==> src/inc/pwmg_consts.svh <==
`ifndef PWMG_CONSTS_SVH
`define PWMG_CONSTS_SVH

// ==========================================================
// register map (byte offsets)
`define PWMG_ADDR_W       8
`define PWMG_OFF_PHASE    8'h00
`define PWMG_OFF_CFG      8'h04
`define PWMG_OFF_IRQ      8'h08

// ==========================================================
// field positions
`define PWMG_HIGH_MSB     31
`define PWMG_HIGH_LSB     16
`define PWMG_LOW_MSB      15
`define PWMG_LOW_LSB      0
`define PWMG_EN_BIT       0
`define PWMG_SEL_MSB      3
`define PWMG_SEL_LSB      1
`define PWMG_IEN_BIT      0
`define PWMG_FLAG_BIT     1
`define PWMG_CLR_BIT      2

// ==========================================================
// reset values
`define PWMG_RST_PHASE    32'h0000_0000
`define PWMG_RST_SEL      3'h0
`define PWMG_RST_BIT      1'h0
`define PWMG_RST_CNT      16'h0000

// ==========================================================
// clock rates in kHz
`define PWMG_SYS_KHZ      100000
`define PWMG_BASE_KHZ     48000

`endif

==> src/inc/pwmg_pkg.sv <==
package pwmg_pkg;

	// one-hot phase states
	typedef enum logic [2:0]
	{
		PWMG_S_IDLE = 3'h1,
		PWMG_S_HIGH = 3'h2,
		PWMG_S_LOW  = 3'h4
	} pwmg_state_t;

	typedef logic [2:0]  pwmg_sel_t;
	typedef logic [15:0] pwmg_count_t;
	typedef logic [31:0] pwmg_word_t;

endpackage

==> src/core/pwmg_tick_gen.sv <==
`timescale 1ns/1ps
`include "pwmg_consts.svh"

module pwmg_tick_gen #(
	parameter int SYS_KHZ  = `PWMG_SYS_KHZ,
	parameter int BASE_KHZ = `PWMG_BASE_KHZ
) (
	input  wire logic                clock,
	input  wire logic                rst,
	input  wire logic                run,
	input  wire pwmg_pkg::pwmg_sel_t sel,
	output logic                     tick
);
	import pwmg_pkg::*;

	localparam int ACC_W = $clog2(SYS_KHZ) + 1;

	// rates the accumulator cannot serve stop elaboration
	if (BASE_KHZ <= 0 || BASE_KHZ > SYS_KHZ)
	begin : g_bad_rate
		$error("pwmg_tick_gen: base rate must lie in (0, system rate]");
	end

	// ==========================================================
	// fractional base rate: phase accumulator
	// jitter of one system cycle is traded for exact average rate
	logic [ACC_W-1:0] acc_q;
	logic [ACC_W:0]   acc_sum;
	logic             base_tick;
	logic [6:0]       div_q;

	assign acc_sum   = {1'b0, acc_q} + (ACC_W+1)'(BASE_KHZ);
	assign base_tick = run && (acc_sum >= (ACC_W+1)'(SYS_KHZ));

	always_ff @(posedge clock)
	begin
		if (rst || !run)
			acc_q <= '0;
		else if (base_tick)
			acc_q <= ACC_W'(acc_sum - (ACC_W+1)'(SYS_KHZ));
		else
			acc_q <= acc_sum[ACC_W-1:0];
	end

	// ==========================================================
	// binary divider: code n divides base rate by 2^n
	function automatic logic [6:0] div_last(input pwmg_sel_t s);
		div_last = 7'((8'h01 << s) - 8'h01);
	endfunction

	always_ff @(posedge clock)
	begin
		if (rst || !run)
			div_q <= '0;
		else if (base_tick)
			div_q <= (div_q >= div_last(sel)) ? 7'h00 : div_q + 7'h01;
	end

	assign tick = base_tick && (div_q >= div_last(sel));

endmodule // pwmg_tick_gen

==> src/core/pwmg_unit.sv <==
// Notes on behaviour
// RULE_01: the upper half of the phase register holds a read-write high count in prescaled ticks.
// RULE_02: the lower half of the phase register holds a read-write low count in prescaled ticks.
// RULE_03: a 3-bit select picks the counting rate, 48 MHz at code 0, halving per code to 0.375 MHz.
// RULE_04: the generator runs only while the enable bit of the config register is one.
// RULE_05: the status flag becomes one when a period completes and reads zero before that.
// RULE_06: software writes to the flag bit position have no effect on the flag.
// RULE_07: writing one to the clear bit, or a reset, clears the flag; the clear bit stores nothing.
// RULE_08: switching the enable bit off also clears the flag.
// RULE_09: the interrupt line is high only when the interrupt enable and the flag are both set.
// RULE_10: the clear bit always reads back as zero.
// RULE_11: while enabled the output is high for the high count, then low for the low count, repeating.
// RULE_12: disabling stops and clears the phase counter; re-enabling starts again at the high phase.
`timescale 1ns/1ps
`include "pwmg_consts.svh"

module pwmg_unit (
	input  wire logic                        clock,
	input  wire logic                        rst,
	input  wire logic [`PWMG_ADDR_W-1:0]     reg_addr,
	input  wire pwmg_pkg::pwmg_word_t        reg_wdata,
	input  wire logic                        reg_wr,
	input  wire logic                        reg_rd,
	output pwmg_pkg::pwmg_word_t             reg_rdata,
	output logic                             pwm_out,
	output logic                             irq
);
	import pwmg_pkg::*;

	// ==========================================================
	// register decode
	logic wr_phase;
	logic wr_cfg;
	logic wr_irq;

	assign wr_phase = reg_wr && (reg_addr == `PWMG_OFF_PHASE);
	assign wr_cfg   = reg_wr && (reg_addr == `PWMG_OFF_CFG);
	assign wr_irq   = reg_wr && (reg_addr == `PWMG_OFF_IRQ);

	// ==========================================================
	// phase counts
	pwmg_count_t high_q;
	pwmg_count_t low_q;

	always_ff @(posedge clock)
	begin
		if (rst)
		begin
			high_q <= `PWMG_RST_CNT;
			low_q  <= `PWMG_RST_CNT;
		end
		else if (wr_phase)
		begin
			high_q <= reg_wdata[`PWMG_HIGH_MSB:`PWMG_HIGH_LSB]; // RULE_01
			low_q  <= reg_wdata[`PWMG_LOW_MSB:`PWMG_LOW_LSB];   // RULE_02
		end
	end

	// ==========================================================
	// configuration: enable and rate select
	logic      en_q;
	pwmg_sel_t sel_q;
	logic      turn_off;

	always_ff @(posedge clock)
	begin
		if (rst)
		begin
			en_q  <= `PWMG_RST_BIT;
			sel_q <= `PWMG_RST_SEL;
		end
		else if (wr_cfg)
		begin
			en_q  <= reg_wdata[`PWMG_EN_BIT];
			sel_q <= reg_wdata[`PWMG_SEL_MSB:`PWMG_SEL_LSB]; // RULE_03
		end
	end

	// any config write with the enable bit low counts as turning off
	assign turn_off = wr_cfg && !reg_wdata[`PWMG_EN_BIT];

	// ==========================================================
	// counting clock enable
	logic tick;

	pwmg_tick_gen #(
		.SYS_KHZ  (`PWMG_SYS_KHZ),
		.BASE_KHZ (`PWMG_BASE_KHZ)
	) u_tick (
		.clock (clock),
		.rst   (rst),
		.run   (en_q),
		.sel   (sel_q),
		.tick  (tick)
	);

	// ==========================================================
	// phase sequencer
	// a zero count still lasts one tick, so the output never stalls
	pwmg_state_t state_q;
	pwmg_state_t state_d;
	pwmg_count_t cnt_q;
	pwmg_count_t cnt_d;
	logic        phase_done;
	logic        period_end;
	logic        out_q;

	function automatic logic last_tick(input pwmg_count_t cnt, input pwmg_count_t lim);
		last_tick = ({1'b0, cnt} + 17'h00001) >= {1'b0, lim};
	endfunction

	assign phase_done = tick && last_tick(cnt_q, (state_q == PWMG_S_HIGH) ? high_q : low_q);
	assign period_end = phase_done && (state_q == PWMG_S_LOW);

	// next state and count
	always_comb
	begin
		state_d = state_q;
		cnt_d   = cnt_q;
		if (!en_q)
		begin
			state_d = PWMG_S_IDLE; // RULE_04
			cnt_d   = `PWMG_RST_CNT; // RULE_12
		end
		else
		begin
			unique case (state_q)
				PWMG_S_IDLE:
				begin
					state_d = PWMG_S_HIGH; // RULE_12
					cnt_d   = `PWMG_RST_CNT;
				end
				PWMG_S_HIGH:
				begin
					if (phase_done)
					begin
						state_d = PWMG_S_LOW; // RULE_11
						cnt_d   = `PWMG_RST_CNT;
					end
					else if (tick)
						cnt_d = cnt_q + 16'h0001;
				end
				PWMG_S_LOW:
				begin
					if (phase_done)
					begin
						state_d = PWMG_S_HIGH; // RULE_11
						cnt_d   = `PWMG_RST_CNT;
					end
					else if (tick)
						cnt_d = cnt_q + 16'h0001;
				end
				default:
				begin
					state_d = PWMG_S_IDLE;
					cnt_d   = `PWMG_RST_CNT;
				end
			endcase
		end
	end

	always_ff @(posedge clock)
	begin
		if (rst)
		begin
			state_q <= PWMG_S_IDLE;
			cnt_q   <= `PWMG_RST_CNT;
		end
		else
		begin
			state_q <= state_d;
			cnt_q   <= cnt_d;
		end
	end

	// output pin straight from a flop
	always_ff @(posedge clock)
	begin
		if (rst)
			out_q <= `PWMG_RST_BIT;
		else
			out_q <= (state_d == PWMG_S_HIGH); // RULE_11
	end

	assign pwm_out = out_q;

	// ==========================================================
	// interrupt flag and enable
	logic flag_q;
	logic ien_q;
	logic flag_clr;

	assign flag_clr = (wr_irq && reg_wdata[`PWMG_CLR_BIT]) || turn_off; // RULE_07 RULE_08

	// set beats clear so a period end is never lost
	always_ff @(posedge clock)
	begin
		if (rst)
			flag_q <= `PWMG_RST_BIT; // RULE_07
		else if (period_end)
			flag_q <= 1'b1; // RULE_05
		else if (flag_clr)
			flag_q <= 1'b0; // RULE_07 RULE_08
	end

	always_ff @(posedge clock)
	begin
		if (rst)
			ien_q <= `PWMG_RST_BIT;
		else if (wr_irq)
			ien_q <= reg_wdata[`PWMG_IEN_BIT];
	end

	assign irq = ien_q && flag_q; // RULE_09

	// ==========================================================
	// read port: data one cycle after the strobe, zero elsewhere
	pwmg_word_t rd_mux;

	always_comb
	begin
		rd_mux = '0;
		unique case (reg_addr)
			`PWMG_OFF_PHASE:
			begin
				rd_mux[`PWMG_HIGH_MSB:`PWMG_HIGH_LSB] = high_q;
				rd_mux[`PWMG_LOW_MSB:`PWMG_LOW_LSB]   = low_q;
			end
			`PWMG_OFF_CFG:
			begin
				rd_mux[`PWMG_EN_BIT]                = en_q;
				rd_mux[`PWMG_SEL_MSB:`PWMG_SEL_LSB] = sel_q;
			end
			`PWMG_OFF_IRQ:
			begin
				rd_mux[`PWMG_IEN_BIT]  = ien_q;
				rd_mux[`PWMG_FLAG_BIT] = flag_q;
				rd_mux[`PWMG_CLR_BIT]  = 1'b0; // RULE_10
			end
			default:
				rd_mux = '0;
		endcase
	end

	always_ff @(posedge clock)
	begin
		if (rst)
			reg_rdata <= '0;
		else if (reg_rd)
			reg_rdata <= rd_mux;
		else
			reg_rdata <= '0;
	end
endmodule // pwmg_unit

==> config.mk <==
export PLATFORM = sky130hd
export DESIGN_NAME = pwmg_unit
export DESIGN_NICKNAME = d
export VERILOG_FILES = /design/src/inc/pwmg_pkg.sv /design/src/core/pwmg_tick_gen.sv /design/src/core/pwmg_unit.sv
export VERILOG_INCLUDE_DIRS = /design/src /design/src/inc
export SDC_FILE = /design/constraint.sdc
export NUM_CORES = 1
export LEC_CHECK = 0
export BUFFER_PORTS_ARGS = -buffer_cell sky130_fd_sc_hd__buf_2
export CORE_MARGIN = 5
export CORE_UTILIZATION = 60
export DETAILED_ROUTE_END_ITERATION = 8
export PLACE_DENSITY = 0.83
export SYNTH_ARGS = -nofsm -noshare
export SYNTH_HDL_FRONTEND = slang
export SYNTH_SLANG_ARGS = --single-unit
export TNS_END_PERCENT = 50
==> constraint.sdc <==
create_clock -name clock -period 9.09 [get_ports clock]
set_input_delay 0 -clock clock [delete_from_list [all_inputs] [get_ports clock]]
set_output_delay 0 -clock clock [all_outputs]
set_load 0.01 [all_outputs]
==> results.yml <==
outcome:
  status: "completed"
sta:
  period_share_pct: 42.0
  setup_violations: 0
  worst_slack_ns: 5.27
  setup-tns-final_ns: 0
  drv_slew: 0
  slew_headroom_pct: 21.6
  grt_setup_unrepaired: "no"
  fin_crit_ns: 3.82
  fmax_ghz: 0.262
  tightest_slew_ns: 1.17
  fin_hold_ws_ns: 0.0165
  skew_ns: 0.0188
  finalHoldViolCount: 0
setup_path:
  crit_path_end_kind: "register"
  worstPathRequired_ns: 9.39
  cp_max_fo: 5
  crit_type: "reg -> reg"
  startpoint_type: "register"
  arrival_ns: 4.12
power:
  p_per_area_mw_per_mm2: 128
  power_frac_seq_pct: 58.9
  peakVddDrop_mv: 0.0773
  pwr-share-clk_pct: 37.5
  sw_frac_of_total_pct: 25.1
  intPower_mw: 0.614
  p_comb_share_pct: 3.6
  p_sw_mw: 0.205
  leakagePower_nw: 2.61
route:
  drt_iter0_markers: 430
  drt_first_pass_iters: 6
  drc: 0
  drtAntennaViolNets: 0
  wl_per_cell_um: 16.3
  wl_um: 13600
  vias: 4848
  vias_per_cell: 5.79
global_route:
  grt_pass1_vias: 4689
  grt.total_usage_pct: 24.3
  grt-ovfl-total: 0
  grt_pass1_wl_um: 22600
  antenna_found_initial: 0
  grt_max_degree: 42
floorplanning:
  die_w_um: 105
  die_h_um: 105
  initial_utilization_pct: 61.6
  die-area_mm2: 0.0110
  rows: 34
  core_area_mm2: 0.00876
  num_io_pins: 78
yosys:
  synthSimpleGateAreaFrac_pct: 24.2
  syn_nets: 704
  yosys.area.top_type: "dfxtp_1"
  ys_top_cells_by_count: "110 x dfxtp_1, 82 x nand2_1, 57 x a21oi_1"
  synthMuxAreaShare_pct: 4.84
  yosysMostFrequentCell: "dfxtp_1"
  synth_ff_type: "dfxtp_1"
  synthArstFlopShare_pct: 0
  synthAdderAreaFrac_pct: 6.72
  ys_warn_count: 0
  syn_area_mm2: 0.00540
  synth-edff-count: 0
  yosysTopAreaCellShare_pct: 40.8
  synth-compound-area-share_pct: 12.3
  yosysSeqAreaShare_pct: 40.8
  synth-xor-area-share_pct: 7.78
  ys_ff_latch: 110
  syn_avg_cell_area_um2: 8.56
  postSynthCellCount: 631
  synth_top_family_by_area: "simple AND/OR/NAND/NOR gates"
  synth_cell_type_count: 51
  synth_area_leaders: "dfxtp_1 41%, ha_1 6.7%, nand2_1 5.7%, a21oi_1 5.3%, xor2_1 5.2%"
clock_tree:
  clockRootBuffer: "clkbuf_8"
  cts.path.max_buffers: 2
  cts_sinks: 110
  cts-buffers-inserted: 9
  ctsResizeCount: 0
  htreeDepth: 3
  insertion_delay_ns: 0.39
  cts_tree: "done"
  path_clk_slew_ns: 0.12
final_layout:
  num_antenna_cells: 0
  stdcell_count: 838
  fill_cells: 589
  nNetsFinal: 798
  drive_above_1_share_pct: 14.9
  area_delta_synth_final_pct: 18.5
placement:
  dp.cells: 787
  dp_hpwl_um: 8770
  gp_congestion: 0.976
  place_ws_ns: 5.40
  io_buffers: 77
run:
  drv_cap: 0
hold_path:
  hp-class: "in -> reg"
## per-stage QoR
step	util, %	power, mW	area [um^2]
after floorplan	-	0.500	5400
after global placement	66.5	0.510	5830
after detailed placement	66.5	0.510	5830
after CTS	72.9	0.825	6390
after global routing	73.0	0.850	6400
final	73.0	0.819	6400
## critical path, cell delays in order (launching register included)
cell	delay, ns
dfxtp_1	0.46
ha_1	0.25
and3_1	0.24
and4_1	0.30
and3_1	0.25
and3_1	0.24
and3_1	0.22
xor2_1	0.08
ha_1	0.31
nand3_1	0.10
nor3_1	0.21
a21o_1	0.16
nand4_2	0.16
or4b_1	0.61
a21oi_1	0.15
## sequential cells by signal, indices dropped and copies added (netlist names)
signal	count
reg_rdata	32
cnt_q	16
high_q	16
low_q	16
u_tick.acc_q	13
u_tick.div_q	7
sel_q	3
state_q	3
en_q	1
flag_q	1
ien_q	1
pwm_out	1
## per-layer routing
| layer | vias to the layer above | track usage (%) | share of wire [%] | wire length, um |
|---|---|---|---|---|
| met4 | 0 | 7.12 | 1.8 | 244 |
| li1 | 2363 | - | - | - |
| met1 | 2283 | 30.7 | 43 | 5880 |
| met5 | - | 0 | 0 | 0 |
| met3 | 27 | 4.62 | 5.6 | 758 |
| met2 | 175 | 42.1 | 50 | 6760 |
## worst paths after layout
check                    from      endpoint  slack, ns  cells past startpoint
setup / recovery     cnt_q[0]    state_q[1]       5.27                     14
hold / removal    reg_addr[0]  reg_rdata[0]       0.02                      4
setup reg to reg     cnt_q[0]    state_q[1]       5.27                     14
hold reg to reg     low_q[13]     low_q[13]       0.48                      2
## cells in the final DEF (no fill, tap or decap), drive strengths merged, types with 14 or more instances in the layout
master / n
dfxtp: 110
nand2: 82
buf: 81
a21oi: 58
nor2: 55
dlygate4sd3: 34
xor2: 32
and2: 32
ha: 29
nand4: 26
mux2i: 25
inv: 17
xnor2: 16
o21ai: 16
nor3: 16
nand3: 14
## logic make-up (layout without fill, tap and decap cells)
kind of cell / Yosys count / count (layout)
AOI/OAI and AO/OA: 107 / 107
xor gates and xnor gates: 48 / 48
adders and majority gates: 29 / 29
buffers and inverters: 46 / 145
DFF: 110 / 110
muxes: 26 / 26
and+or+nand+nor: 265 / 265
## timing repair
| item | CTS | global route |
|---|---|---|
| setup endpoints to repair | 0 | 0 |
| hold buffers | 34 | 0 |
| setup buffers | 0 | 0 |
| hold endpoints to repair | 39 | 0 |
## layout make-up
type / count / area, um^2 / share of cell area [%]
clock inverters: 7 / 96.3 / 1.51
multi-input cells: 475 / 3030 / 47.3
clock buffers: 9 / 124 / 1.94
inverters: 14 / 52.6 / 0.821
repair buffers: 115 / 759 / 11.9
flip-flops and latches: 110 / 2200 / 34.4
well taps: 108 / 135 / 2.11
## power groups by stage
| stage | combinational (mW) | clock, mW | sequential (mW) |
|---|---|---|---|
| floorplan | 0.00654 | 0 | 0.493 |
| global placement | 0.0169 | 0 | 0.493 |
| detailed placement | 0.0173 | 0 | 0.493 |
| global route | 0.0318 | 0.336 | 0.482 |
| finish | 0.0298 | 0.307 | 0.482 |
| CTS | 0.0286 | 0.314 | 0.482 |
Note: power is estimated with default switching activity, not from simulation.
